File: config.mk
export PLATFORM = sky130hd
export DESIGN_NAME = sfifo_top
export DESIGN_NICKNAME = d
export VERILOG_FILES = /design/src/rtl/sfifo_pkg.sv /design/src/rtl/sfifo_top.sv
export SDC_FILE = /design/constraint.sdc
export NUM_CORES = 1
export LEC_CHECK = 0
export ABC_AREA = 0
export BUFFER_PORTS_ARGS = -buffer_cell sky130_fd_sc_hd__buf_2
export CAP_MARGIN = 10
export CORE_UTILIZATION = 45
export CTS_BUF_LIST = sky130_fd_sc_hd__clkbuf_8
export CTS_CLUSTER_DIAMETER = 150
export CTS_CLUSTER_SIZE = 28
export DETAILED_ROUTE_END_ITERATION = 6
export PLACE_DENSITY = 0.64
export SYNTH_ARGS = -nofsm -noshare
export SYNTH_HDL_FRONTEND = slang
export SYNTH_SLANG_ARGS = --single-unit
File: constraint.sdc
create_clock -name clk_sys -period 3.3 [get_ports clk_sys]
set_input_delay 0.165 -clock clk_sys [delete_from_list [all_inputs] [get_ports clk_sys]]
set_output_delay 0.165 -clock clk_sys [all_outputs]
set_load 0.01 [all_outputs]
File: src/rtl/sfifo_pkg.sv
// Overview of operation
// one stream sink and one stream source; dual form splits input and output clocks (here both sides run on clk_sys)
// ready latency zero: a beat moves when valid and ready are both high
// optional channel field, up to 255 channels, optional maximum channel 1 to 255
// 32-bit registers: fill level, limits; single form adds packet and error control
// dual form has one register port per side, each with its own build option
// default mode forwards accepted beats in order; valid while any beat is available
// store-and-forward shows valid only after a whole packet up to eop is stored
// store-and-forward with drop enabled discards every packet that carried an error
// cut-through threshold zero selects store-and-forward, above zero cut-through
// cut-through shows valid once stored entries reach the threshold
// a threshold of one behaves exactly as default mode
// cut-through keeps sending a started packet to eop; threshold needs store option
// dual form: input count never below truth, output count never above
// output stage counted on the output side only; free space is depth minus input count
// almost-full high while fill level is at or above its limit
// almost-empty high while fill level is at or below its limit
// the two status outputs are optional and exist only in the single-clock form
// data width is bits per symbol times symbols per beat, each 1 to 32
// depth 1 to 32; the output stage adds one entry of storage
// error sideband width 0 to 32, where 0 removes it
// dual form pointer synchronisers are 2 to 8 stages each
// option adds sop and eop markers to both ports
// dual form passes pointers between sides in gray code
package sfifo_pkg;
  localparam int unsigned REG_IDX_FILL = 0;
  localparam int unsigned REG_IDX_ALMOST_FULL = 2;
  localparam int unsigned REG_IDX_ALMOST_EMPTY = 3;
  localparam int unsigned REG_IDX_CUT_THRESH = 4;
  localparam int unsigned REG_IDX_DROP_ERR = 5;
  localparam int unsigned DC_IDX_FILL = 0;
  localparam int unsigned DC_IDX_THRESH = 1;
  localparam int unsigned BYTES_PER_REG = 4;
  localparam int unsigned ADDR_LSB = 2;
  localparam int unsigned MM_ADDR_W = 5;
  localparam int unsigned REG_W = 32;
  localparam int unsigned LVL_W = 24;
  localparam int unsigned CNT_W = 7;
  localparam logic [23:0] ALMOST_EMPTY_RST = 24'h000000;
  localparam logic [23:0] CUT_THRESH_RST = 24'h000000;
  localparam logic DROP_ERR_RST = 1'b0;
  localparam int unsigned MAX_DEPTH = 32;
  localparam int unsigned MAX_SYNC = 8;
  localparam int unsigned MIN_SYNC = 2;

  typedef struct packed {
    logic read;
    logic write;
    logic [MM_ADDR_W-1:0] address;
    logic [REG_W-1:0] writedata;
  } sfifo_mm_req_t;

  typedef enum logic
  {
    SFIFO_FWD_IDLE = 1'b0,
    SFIFO_FWD_PKT = 1'b1
  } sfifo_fwd_t;
endpackage

File: src/rtl/sfifo_top.sv
`timescale 1ns/1ns
module sfifo_top
#(
  parameter int BITS_PER_SYMBOL = 8,
  parameter int SYMBOLS_PER_BEAT = 1,
  parameter int ERROR_W = 0,
  parameter int DEPTH = 16,
  parameter bit USE_PACKETS = 1'b1,
  parameter bit USE_CHANNEL = 1'b0,
  parameter int CHANNEL_W = 1,
  parameter bit USE_MAX_CHANNEL = 1'b0,
  parameter int MAX_CHANNEL = 255,
  parameter bit USE_STORE_FWD = 1'b0,
  parameter bit USE_FILL_LEVEL = 1'b1,
  parameter bit USE_ALMOST_FULL = 1'b1,
  parameter bit USE_ALMOST_EMPTY = 1'b1,
  parameter bit DUAL_CLOCK = 1'b0,
  parameter bit USE_SINK_FILL = 1'b1,
  parameter bit USE_SOURCE_FILL = 1'b1,
  parameter int WR_SYNC_LEN = 2,
  parameter int RD_SYNC_LEN = 2
)
(
  input wire logic clk_sys,
  input wire logic srst,
  input wire logic [BITS_PER_SYMBOL*SYMBOLS_PER_BEAT-1:0] in_data,
  input wire logic in_valid,
  output logic in_ready,
  input wire logic in_sop,
  input wire logic in_eop,
  input wire logic [((ERROR_W > 0) ? ERROR_W : 1)-1:0] in_error,
  input wire logic [CHANNEL_W-1:0] in_channel,
  output logic [BITS_PER_SYMBOL*SYMBOLS_PER_BEAT-1:0] out_data,
  output logic out_valid,
  input wire logic out_ready,
  output logic out_sop,
  output logic out_eop,
  output logic [((ERROR_W > 0) ? ERROR_W : 1)-1:0] out_error,
  output logic [CHANNEL_W-1:0] out_channel,
  output logic almost_full,
  output logic almost_empty,
  input wire sfifo_pkg::sfifo_mm_req_t csr_in_req,
  output logic [sfifo_pkg::REG_W-1:0] csr_in_readdata,
  output logic csr_in_waitrequest,
  input wire sfifo_pkg::sfifo_mm_req_t csr_out_req,
  output logic [sfifo_pkg::REG_W-1:0] csr_out_readdata,
  output logic csr_out_waitrequest
);
  localparam int DW = BITS_PER_SYMBOL * SYMBOLS_PER_BEAT;
  localparam int EW = (ERROR_W > 0) ? ERROR_W : 1;
  localparam int AW = (DEPTH > 1) ? $clog2(DEPTH) : 1;
  localparam int E_EOP = DW;
  localparam int E_SOP = DW + 1;
  localparam int E_ERR = DW + 2;
  localparam int E_CH = DW + 2 + EW;
  localparam int ENT_W = E_CH + CHANNEL_W;
  localparam bit SF_BUILD = USE_STORE_FWD && !DUAL_CLOCK;
  localparam logic [sfifo_pkg::CNT_W-1:0] DEPTH_C = sfifo_pkg::CNT_W'(DEPTH);
  localparam logic [sfifo_pkg::LVL_W-1:0] ALMOST_FULL_RST = sfifo_pkg::LVL_W'(DEPTH - 1);

  if (BITS_PER_SYMBOL < 1 || BITS_PER_SYMBOL > 32 || SYMBOLS_PER_BEAT < 1
      || SYMBOLS_PER_BEAT > 32 || ERROR_W < 0 || ERROR_W > 32 || DEPTH < 1
      || DEPTH > sfifo_pkg::MAX_DEPTH || CHANNEL_W < 1 || CHANNEL_W > 32
      || MAX_CHANNEL < 1 || MAX_CHANNEL > 255)
  begin : g_bad_shape
    $error("sfifo_top: width, depth or channel parameter out of range");
  end
  if (DUAL_CLOCK && ((DEPTH & (DEPTH - 1)) != 0 || DEPTH < 2
      || WR_SYNC_LEN < sfifo_pkg::MIN_SYNC || WR_SYNC_LEN > sfifo_pkg::MAX_SYNC
      || RD_SYNC_LEN < sfifo_pkg::MIN_SYNC || RD_SYNC_LEN > sfifo_pkg::MAX_SYNC))
  begin : g_bad_dual
    $error("sfifo_top: dual form needs power-of-two depth and sync length 2 to 8");
  end

  logic [ENT_W-1:0] mem [DEPTH];
  logic [ENT_W-1:0] out_ent_r;
  logic [ENT_W-1:0] out_ent_nxt;
  logic out_valid_r;
  logic out_valid_nxt;
  sfifo_pkg::sfifo_fwd_t fwd_r;
  sfifo_pkg::sfifo_fwd_t fwd_nxt;
  logic [sfifo_pkg::LVL_W-1:0] af_thr_r;
  logic [sfifo_pkg::LVL_W-1:0] af_thr_nxt;
  logic [sfifo_pkg::LVL_W-1:0] ae_thr_r;
  logic [sfifo_pkg::LVL_W-1:0] ae_thr_nxt;
  logic [sfifo_pkg::LVL_W-1:0] cut_thr_r;
  logic [sfifo_pkg::LVL_W-1:0] cut_thr_nxt;
  logic drop_r;
  logic drop_nxt;
  logic almost_full_r;
  logic almost_empty_r;
  logic [1:0] ack_r;
  logic [1:0] ack_nxt;
  logic [sfifo_pkg::REG_W-1:0] rdata_r [2];
  logic [sfifo_pkg::REG_W-1:0] rdata_nxt [2];

  logic push;
  logic keep;
  logic eop_in;
  logic err_in;
  logic sf_mode;
  logic load_out;
  logic can_pop;
  logic [AW-1:0] wr_idx;
  logic [AW-1:0] rd_idx;
  logic [sfifo_pkg::CNT_W-1:0] fill_in;
  logic [sfifo_pkg::CNT_W-1:0] fill_out;
  logic [ENT_W-1:0] in_ent;

  // a threshold of zero only means store-and-forward when that build exists
  assign sf_mode = SF_BUILD && (cut_thr_r == '0);
  assign push = in_valid && in_ready;
  assign eop_in = USE_PACKETS ? in_eop : 1'b1;
  assign err_in = (ERROR_W > 0) && (|in_error);
  // beats on a channel above the maximum are taken and thrown away
  assign keep = push && !(USE_CHANNEL && USE_MAX_CHANNEL
                && (32'(in_channel) > 32'(MAX_CHANNEL)));
  assign in_ent = {(USE_CHANNEL ? in_channel : CHANNEL_W'(0)),
                   ((ERROR_W > 0) ? in_error : EW'(0)),
                   (USE_PACKETS && in_sop), eop_in, in_data};
  assign load_out = can_pop && (!out_valid_r || out_ready);

  always_ff @(posedge clk_sys)
  begin
    if (keep)
    begin
      mem[wr_idx] <= in_ent;
    end
  end

  if (DUAL_CLOCK) begin : g_dual
    // one clock serves both sides in this build; the crossing is kept whole
    // so the two sides may be split onto separate clocks without rework
    logic [AW:0] wr_bin_r;
    logic [AW:0] rd_bin_r;
    logic [AW:0] wr_gray_r;
    logic [AW:0] rd_gray_r;
    logic [AW:0] wr_sync_r [WR_SYNC_LEN];
    logic [AW:0] rd_sync_r [RD_SYNC_LEN];
    logic [AW:0] wr_seen;
    logic [AW:0] rd_seen;

    function automatic logic [AW:0] gray_to_bin(input logic [AW:0] g);
      logic [AW:0] b;
      b[AW] = g[AW];
      for (int i = AW - 1; i >= 0; i--)
      begin
        b[i] = b[i+1] ^ g[i];
      end
      return b;
    endfunction

    always_ff @(posedge clk_sys)
    begin
      if (srst)
      begin
        wr_bin_r <= '0;
        rd_bin_r <= '0;
        wr_gray_r <= '0;
        rd_gray_r <= '0;
        for (int i = 0; i < WR_SYNC_LEN; i++)
        begin
          wr_sync_r[i] <= '0;
        end
        for (int i = 0; i < RD_SYNC_LEN; i++)
        begin
          rd_sync_r[i] <= '0;
        end
      end
      else
      begin
        wr_bin_r <= wr_bin_r + (AW+1)'(keep);
        rd_bin_r <= rd_bin_r + (AW+1)'(load_out);
        wr_gray_r <= (wr_bin_r + (AW+1)'(keep)) ^ ((wr_bin_r + (AW+1)'(keep)) >> 1);
        rd_gray_r <= (rd_bin_r + (AW+1)'(load_out))
                     ^ ((rd_bin_r + (AW+1)'(load_out)) >> 1);
        wr_sync_r[0] <= wr_gray_r;
        rd_sync_r[0] <= rd_gray_r;
        for (int i = 1; i < WR_SYNC_LEN; i++)
        begin
          wr_sync_r[i] <= wr_sync_r[i-1];
        end
        for (int i = 1; i < RD_SYNC_LEN; i++)
        begin
          rd_sync_r[i] <= rd_sync_r[i-1];
        end
      end
    end

    assign wr_seen = gray_to_bin(wr_sync_r[WR_SYNC_LEN-1]);
    assign rd_seen = gray_to_bin(rd_sync_r[RD_SYNC_LEN-1]);
    // stale read pointer overstates input fill; stale write pointer understates output
    assign fill_in = sfifo_pkg::CNT_W'(wr_bin_r - rd_seen);
    assign fill_out = sfifo_pkg::CNT_W'(wr_seen - rd_bin_r)
                      + sfifo_pkg::CNT_W'(out_valid_r);
    assign in_ready = fill_in < DEPTH_C;
    assign can_pop = wr_seen != rd_bin_r;
    assign wr_idx = wr_bin_r[AW-1:0];
    assign rd_idx = rd_bin_r[AW-1:0];
  end
  else begin : g_single
    logic [AW-1:0] wr_idx_r;
    logic [AW-1:0] wr_idx_nxt;
    logic [AW-1:0] cwr_idx_r;
    logic [AW-1:0] cwr_idx_nxt;
    logic [AW-1:0] rd_idx_r;
    logic [AW-1:0] rd_idx_nxt;
    logic [sfifo_pkg::CNT_W-1:0] com_r;
    logic [sfifo_pkg::CNT_W-1:0] com_nxt;
    logic [sfifo_pkg::CNT_W-1:0] unc_r;
    logic [sfifo_pkg::CNT_W-1:0] unc_nxt;
    logic bad_r;
    logic bad_nxt;
    logic [sfifo_pkg::CNT_W-1:0] occ;
    logic [sfifo_pkg::LVL_W-1:0] thresh;
    logic gate;

    function automatic logic [AW-1:0] wrap_inc(input logic [AW-1:0] v);
      return (32'(v) == DEPTH - 1) ? '0 : v + AW'(1);
    endfunction

    assign occ = com_r + unc_r + sfifo_pkg::CNT_W'(out_valid_r);
    assign thresh = SF_BUILD ? cut_thr_r : sfifo_pkg::LVL_W'(1);
    // a started packet keeps flowing even if the fill drops below threshold
    assign gate = sf_mode || (fwd_r == sfifo_pkg::SFIFO_FWD_PKT)
                  || (sfifo_pkg::LVL_W'(occ) >= thresh);
    assign can_pop = (com_r != '0) && gate;
    assign in_ready = (com_r + unc_r) < DEPTH_C;
    assign fill_in = occ;
    assign fill_out = occ;
    assign wr_idx = wr_idx_r;
    assign rd_idx = rd_idx_r;

    always_comb
    begin
      wr_idx_nxt = wr_idx_r;
      cwr_idx_nxt = cwr_idx_r;
      rd_idx_nxt = load_out ? wrap_inc(rd_idx_r) : rd_idx_r;
      com_nxt = com_r - sfifo_pkg::CNT_W'(load_out);
      unc_nxt = unc_r;
      bad_nxt = bad_r;
      if (keep)
      begin
        wr_idx_nxt = wrap_inc(wr_idx_r);
        if (!sf_mode)
        begin
          com_nxt = com_nxt + unc_r + sfifo_pkg::CNT_W'(1);
          unc_nxt = '0;
          cwr_idx_nxt = wr_idx_nxt;
          bad_nxt = 1'b0;
        end
        else if (!eop_in)
        begin
          unc_nxt = unc_r + sfifo_pkg::CNT_W'(1);
          bad_nxt = bad_r || err_in;
        end
        else if (drop_r && USE_PACKETS && (bad_r || err_in))
        begin
          wr_idx_nxt = cwr_idx_r;
          unc_nxt = '0;
          bad_nxt = 1'b0;
        end
        else
        begin
          com_nxt = com_nxt + unc_r + sfifo_pkg::CNT_W'(1);
          unc_nxt = '0;
          cwr_idx_nxt = wr_idx_nxt;
          bad_nxt = 1'b0;
        end
      end
      else if (!sf_mode && unc_r != '0)
      begin
        // leaving store-and-forward releases any partial packet
        com_nxt = com_nxt + unc_r;
        unc_nxt = '0;
        cwr_idx_nxt = wr_idx_r;
        bad_nxt = 1'b0;
      end
    end

    always_ff @(posedge clk_sys)
    begin
      if (srst)
      begin
        wr_idx_r <= '0;
        cwr_idx_r <= '0;
        rd_idx_r <= '0;
        com_r <= '0;
        unc_r <= '0;
        bad_r <= 1'b0;
      end
      else
      begin
        wr_idx_r <= wr_idx_nxt;
        cwr_idx_r <= cwr_idx_nxt;
        rd_idx_r <= rd_idx_nxt;
        com_r <= com_nxt;
        unc_r <= unc_nxt;
        bad_r <= bad_nxt;
      end
    end
  end

  always_comb
  begin
    out_ent_nxt = out_ent_r;
    out_valid_nxt = out_valid_r && !out_ready;
    fwd_nxt = fwd_r;
    if (load_out)
    begin
      out_ent_nxt = mem[rd_idx];
      out_valid_nxt = 1'b1;
      fwd_nxt = mem[rd_idx][E_EOP] ? sfifo_pkg::SFIFO_FWD_IDLE
                : sfifo_pkg::SFIFO_FWD_PKT;
    end
  end

  // register port: first edge of a request latches read data, second completes
  always_comb
  begin
    sfifo_pkg::sfifo_mm_req_t rq;
    logic [2:0] idx;
    logic [1:0] en;
    rq = csr_in_req;
    idx = '0;
    en[0] = DUAL_CLOCK ? USE_SINK_FILL : USE_FILL_LEVEL;
    en[1] = DUAL_CLOCK && USE_SOURCE_FILL;
    af_thr_nxt = af_thr_r;
    ae_thr_nxt = ae_thr_r;
    cut_thr_nxt = cut_thr_r;
    drop_nxt = drop_r;
    for (int p = 0; p < 2; p++)
    begin
      rq = (p == 0) ? csr_in_req : csr_out_req;
      idx = rq.address[sfifo_pkg::ADDR_LSB +: 3];
      ack_nxt[p] = en[p] && (rq.read || rq.write) && !ack_r[p];
      rdata_nxt[p] = rdata_r[p];
      if (ack_nxt[p])
      begin
        rdata_nxt[p] = '0;
        if (32'(idx) == sfifo_pkg::REG_IDX_FILL)
        begin
          rdata_nxt[p] = sfifo_pkg::REG_W'((p == 0) ? fill_in : fill_out);
        end
        else if (DUAL_CLOCK && 32'(idx) == sfifo_pkg::DC_IDX_THRESH)
        begin
          rdata_nxt[p] = sfifo_pkg::REG_W'((p == 0) ? af_thr_r : ae_thr_r);
        end
        else if (!DUAL_CLOCK && 32'(idx) == sfifo_pkg::REG_IDX_ALMOST_FULL)
        begin
          rdata_nxt[p] = sfifo_pkg::REG_W'(af_thr_r);
        end
        else if (!DUAL_CLOCK && 32'(idx) == sfifo_pkg::REG_IDX_ALMOST_EMPTY)
        begin
          rdata_nxt[p] = sfifo_pkg::REG_W'(ae_thr_r);
        end
        else if (!DUAL_CLOCK && 32'(idx) == sfifo_pkg::REG_IDX_CUT_THRESH)
        begin
          rdata_nxt[p] = sfifo_pkg::REG_W'(cut_thr_r);
        end
        else if (!DUAL_CLOCK && 32'(idx) == sfifo_pkg::REG_IDX_DROP_ERR)
        begin
          rdata_nxt[p] = sfifo_pkg::REG_W'(drop_r);
        end
      end
      if (ack_r[p] && rq.write)
      begin
        if (DUAL_CLOCK && 32'(idx) == sfifo_pkg::DC_IDX_THRESH)
        begin
          if (p == 0)
          begin
            af_thr_nxt = rq.writedata[sfifo_pkg::LVL_W-1:0];
          end
          else
          begin
            ae_thr_nxt = rq.writedata[sfifo_pkg::LVL_W-1:0];
          end
        end
        else if (!DUAL_CLOCK && 32'(idx) == sfifo_pkg::REG_IDX_ALMOST_FULL)
        begin
          af_thr_nxt = rq.writedata[sfifo_pkg::LVL_W-1:0];
        end
        else if (!DUAL_CLOCK && 32'(idx) == sfifo_pkg::REG_IDX_ALMOST_EMPTY)
        begin
          ae_thr_nxt = rq.writedata[sfifo_pkg::LVL_W-1:0];
        end
        else if (SF_BUILD && 32'(idx) == sfifo_pkg::REG_IDX_CUT_THRESH)
        begin
          cut_thr_nxt = rq.writedata[sfifo_pkg::LVL_W-1:0];
        end
        else if (SF_BUILD && USE_PACKETS && 32'(idx) == sfifo_pkg::REG_IDX_DROP_ERR)
        begin
          drop_nxt = rq.writedata[0];
        end
      end
    end
  end

  always_ff @(posedge clk_sys)
  begin
    if (srst)
    begin
      out_ent_r <= '0;
      out_valid_r <= 1'b0;
      fwd_r <= sfifo_pkg::SFIFO_FWD_IDLE;
      af_thr_r <= ALMOST_FULL_RST;
      ae_thr_r <= sfifo_pkg::ALMOST_EMPTY_RST;
      cut_thr_r <= sfifo_pkg::CUT_THRESH_RST;
      drop_r <= sfifo_pkg::DROP_ERR_RST;
      almost_full_r <= 1'b0;
      almost_empty_r <= 1'b0;
      ack_r <= '0;
      rdata_r[0] <= '0;
      rdata_r[1] <= '0;
    end
    else
    begin
      out_ent_r <= out_ent_nxt;
      out_valid_r <= out_valid_nxt;
      fwd_r <= fwd_nxt;
      af_thr_r <= af_thr_nxt;
      ae_thr_r <= ae_thr_nxt;
      cut_thr_r <= cut_thr_nxt;
      drop_r <= drop_nxt;
      almost_full_r <= !DUAL_CLOCK && USE_ALMOST_FULL
                       && (sfifo_pkg::LVL_W'(fill_in) >= af_thr_r);
      almost_empty_r <= !DUAL_CLOCK && USE_ALMOST_EMPTY
                        && (sfifo_pkg::LVL_W'(fill_in) <= ae_thr_r);
      ack_r <= ack_nxt;
      rdata_r[0] <= rdata_nxt[0];
      rdata_r[1] <= rdata_nxt[1];
    end
  end

  assign out_valid = out_valid_r;
  assign out_data = out_ent_r[DW-1:0];
  assign out_eop = USE_PACKETS && out_ent_r[E_EOP];
  assign out_sop = out_ent_r[E_SOP];
  assign out_error = out_ent_r[E_ERR +: EW];
  assign out_channel = out_ent_r[E_CH +: CHANNEL_W];
  assign almost_full = almost_full_r;
  assign almost_empty = almost_empty_r;
  assign csr_in_waitrequest = (csr_in_req.read || csr_in_req.write) && !ack_r[0]
                              && (DUAL_CLOCK ? USE_SINK_FILL : USE_FILL_LEVEL);
  assign csr_out_waitrequest = (csr_out_req.read || csr_out_req.write) && !ack_r[1]
                               && DUAL_CLOCK && USE_SOURCE_FILL;
  assign csr_in_readdata = rdata_r[0];
  assign csr_out_readdata = rdata_r[1];
endmodule

==> reports/metrics.yaml <==
status: "complete, no violations"
power_mw: 7.847
maxCapViolCount: 0
grt_util_all_layers_pct: 18.88
rsz0062_at_grt: "no"
critPathLaunchType: "register"
cts_sinks: 266
core-area_sq_um: 24460
clkSlewWorstSetupHoldPaths_ps: 170
tightest_slew_ps: 997.4
io_pins: 176
crit_type: "reg -> reg"
yosysWarnings: 0
power.density_nw_per_um2: 618.7
die_height_um: 160.5
syn_inst: 898
drt_pass1_iterations: 5
setup_viol: 0
drtAntennaViolNets: 0
wirelength_um: 24110
grt_pass1_vias: 6881
die_area_sq_um: 25750
syn_area_per_cell_sq_um: 12.59
yosysTopAreaCell: "edfxtp_1"
dpl.hpwl_um: 15570
path_max_fanout: 5
fmax_ghz: 0.3221
drtIter0Drc: 592
htreeDepth: 1
synth_top_cells_by_area: "edfxtp_1 43%, dfxtp_1 19%, mux4_2 8.0%, nand2_1 4.2%, buf_4 2.9%"
route.detailed.drc: 0
rows: 57
finalCritPeriodShare_pct: 94.09
antenna_found_initial: 0
nets: 1133
netlist_area_sq_um: 11300
grt_remaining_overflow: 0
yosys_register_bits: 266
slew_viol_final: 0
place_inst: 1290
fin_tns_setup_ps: 0
ir_drop_mv: 0.4090
p_leak_nw: 4.531
crit_arrival_ps: 3520
synth_top_area_share_pct: 42.51
synth.distinct_cells: 55
grt_first_pass_wirelength_um: 38210
slowest_delay_ps: 450
ys.flop_type: "edfxtp_1"
cp_top_family: "simple AND/OR/NAND/NOR gates"
fin_crit_ps: 3105
numCtsBuffers: 13
drive_gt1_share_pct: 21.60
start_util_pct: 46.20
cp_data_required_time_ps: 3720
routed-via-count: 7180
final_core_util_pct: 51.85
async_flop_share_pct: 0
grt_max_degree: 61
slew_headroom_pct: 33.15
insertedDiodeCount: 0
slowest_stage: "or4_4"
area_growth_syn_to_layout_pct: 12.22
cts_buffer_depth: 3
yosysSeqAreaShare_pct: 61.29
worstPathCellList: "ha_1 -> ha_2 -> xor2_1 -> or4_4 -> a2111oi_4 -> nor2_2 -> ha_2 -> ha_4 -> xnor2_2 -> nor4_2 -> buf_4 -> xnor2_1 -> nor2_1"
globalplace.congestion: 0.8144
end_kind: "register"
wl_per_cell_um: 17.90
cp_num_buf_inv: 1
final_cells: 1347
final-hold-violation-count: 0
critPathMostFrequentCell: "ha_2"
clk_latency_ps: 530
hp-class: "in -> reg"
cts_tree: "yes"
vias_per_cell: 5.330
synth_edf_count: 160
root_buffer: "clkbuf_8"
portBuffers: 81
die_w_um: 160.5
skew_ps: 47.14
[worst reg2reg max path, delay by kind of cell (launching register included)]
family | cells | cell delay, ps
simple gates | 4 | 880
fa+ha+maj | 4 | 800
xor+xnor | 3 | 410
compound gates | 1 | 370
flops | 1 | 360
buf+inv | 1 | 170
[stage by stage]
stage,worst slack [ps],hold WS [ps],area (sq um)
3_5_place_dp,29.49,400.4,12070
3_3_place_gp,115.1,397.9,12070
6_report,195.1,82.18,12680
5_1_grt,19.23,88.51,12680
2_1_floorplan,49.31,263.9,11460
4_1_cts,6.835,6.800,12630
[where the power goes]
part | internal [mW] | switching (mW) | leakage [nW] | total [mW]
clock | 0.388 | 0.961 | 0.138 | 1.35
sequential | 3.72 | 0.150 | 2.30 | 3.87
combinational | 1.17 | 1.46 | 2.09 | 2.63
[worst paths after layout]
check	cells past startpoint	endpoint	start	slack [ps]
setup reg to reg	13	g_single.com_r[3]$_SDFF_PP0_	out_valid$_SDFF_PP0_	200
hold / removal	3	rdata_r[0][6]$_SDFFE_PP0P_	csr_in_req[36]	80
setup / recovery	13	g_single.com_r[3]$_SDFF_PP0_	out_valid$_SDFF_PP0_	200
hold reg to reg	2	af_thr_r[4]$_SDFFE_PP0P_	af_thr_r[4]$_SDFFE_PP0P_	470
[cell type report]
class / count / area [sq um]
tap: 324 / 405.4
fill: 2106 / 11780
sequential: 266 / 6929
timing repair buffer: 157 / 1091
inverter: 21 / 78.83
multi-input combinational: 558 / 3958
clock inverter: 8 / 42.54
clock buffer: 13 / 178.9
[what timing repair did]
action | in CTS | in global routing
setup buffers | 0 | 1
hold buffers | 34 | 1
hold endpoints to repair | 110 | 8
setup endpoints to repair | 0 | 5
resized for setup | 0 | 8
[cell usage after synthesis (3+ instances only)]
| cell | n |
|---|---|
| a211o_1 | 3 |
| a22oi_1 | 40 |
| xor2_1 | 7 |
| nand4_1 | 4 |
| nand2b_1 | 8 |
| nand3_1 | 16 |
| nand2_1 | 126 |
| a21oi_1 | 61 |
| mux2_2 | 17 |
| buf_4 | 44 |
| a21oi_2 | 10 |
| o21ai_0 | 14 |
| ha_1 | 22 |
| a211oi_1 | 3 |
| edfxtp_1 | 160 |
| nor4_1 | 9 |
| mux4_2 | 40 |
| o22ai_1 | 3 |
| inv_1 | 21 |
| mux2i_1 | 3 |
| nor2b_1 | 3 |
| xnor2_1 | 10 |
| nor2_1 | 53 |
| or4_1 | 3 |
| buf_1 | 4 |
| dfxtp_1 | 106 |
| clkbuf_1 | 39 |
| nand3b_1 | 7 |
| nor3_1 | 9 |
| and2_1 | 4 |
| buf_2 | 6 |
| o21ai_1 | 10 |
[layout by cell type, fill, tap and decap left out, drive strengths merged, types with 2 or more instances in the layout]
cell type    count
a211oi           4
o31ai            2
mux2i            3
dlygate4sd3     35
mux4            40
mux2            17
nor2b            3
nand4            4
a21boi           2
a21oi           71
nor3b            2
o21a             2
nand3           17
o22ai            3
a31oi            2
buf            122
conb            43
nor2            53
nand3b           7
or3              2
ha              22
a311oi           2
o21ai           24
xor2             7
o21bai           2
nor3             9
a22oi           40
dfxtp          106
edfxtp         160
nand2          127
clkbuf          13
nand2b           8
inv             29
and2             5
a211o            3
or4              6
xnor2           10
nor4             9
[cell families (layout without fill, tap and decap cells)]
kind of cell	Yosys count	count (layout)	share of synthesized area (%)
AND/OR/NAND/NOR	252	252	10.05
adder cells (fa/ha/maj)	23	23	2.524
other	1	43	0.03318
AO/OA/AOI/OAI	163	163	9.343
multiplexers	60	60	9.930
XOR/XNOR	17	17	1.317
flip-flops	266	266	61.29
buffers and inverters	116	199	5.513
[metal layers]
layer,routed length [um],share of wire (%),global-route usage (%),vias up
met5,0,0,0,-
met4,310,1.3,3.766,0
met3,996,4.1,1.963,21
met2,11760,49,31.94,175
met1,11040,46,26.46,3561
li1,-,-,-,3423
[state kept, by name, summed over array words and instances (netlist names), named ones only]
register,cells
almost_full,1
ae_thr_r,24
g_single.rd_idx_r,4
rdata_r,24
almost_empty,1
g_single.com_r,7
ack_r,1
af_thr_r,24
g_single.wr_idx_r,4
fwd_r,1
out_ent_r,10
out_valid,1
mem,160
(Power assumes the default switching activity.)
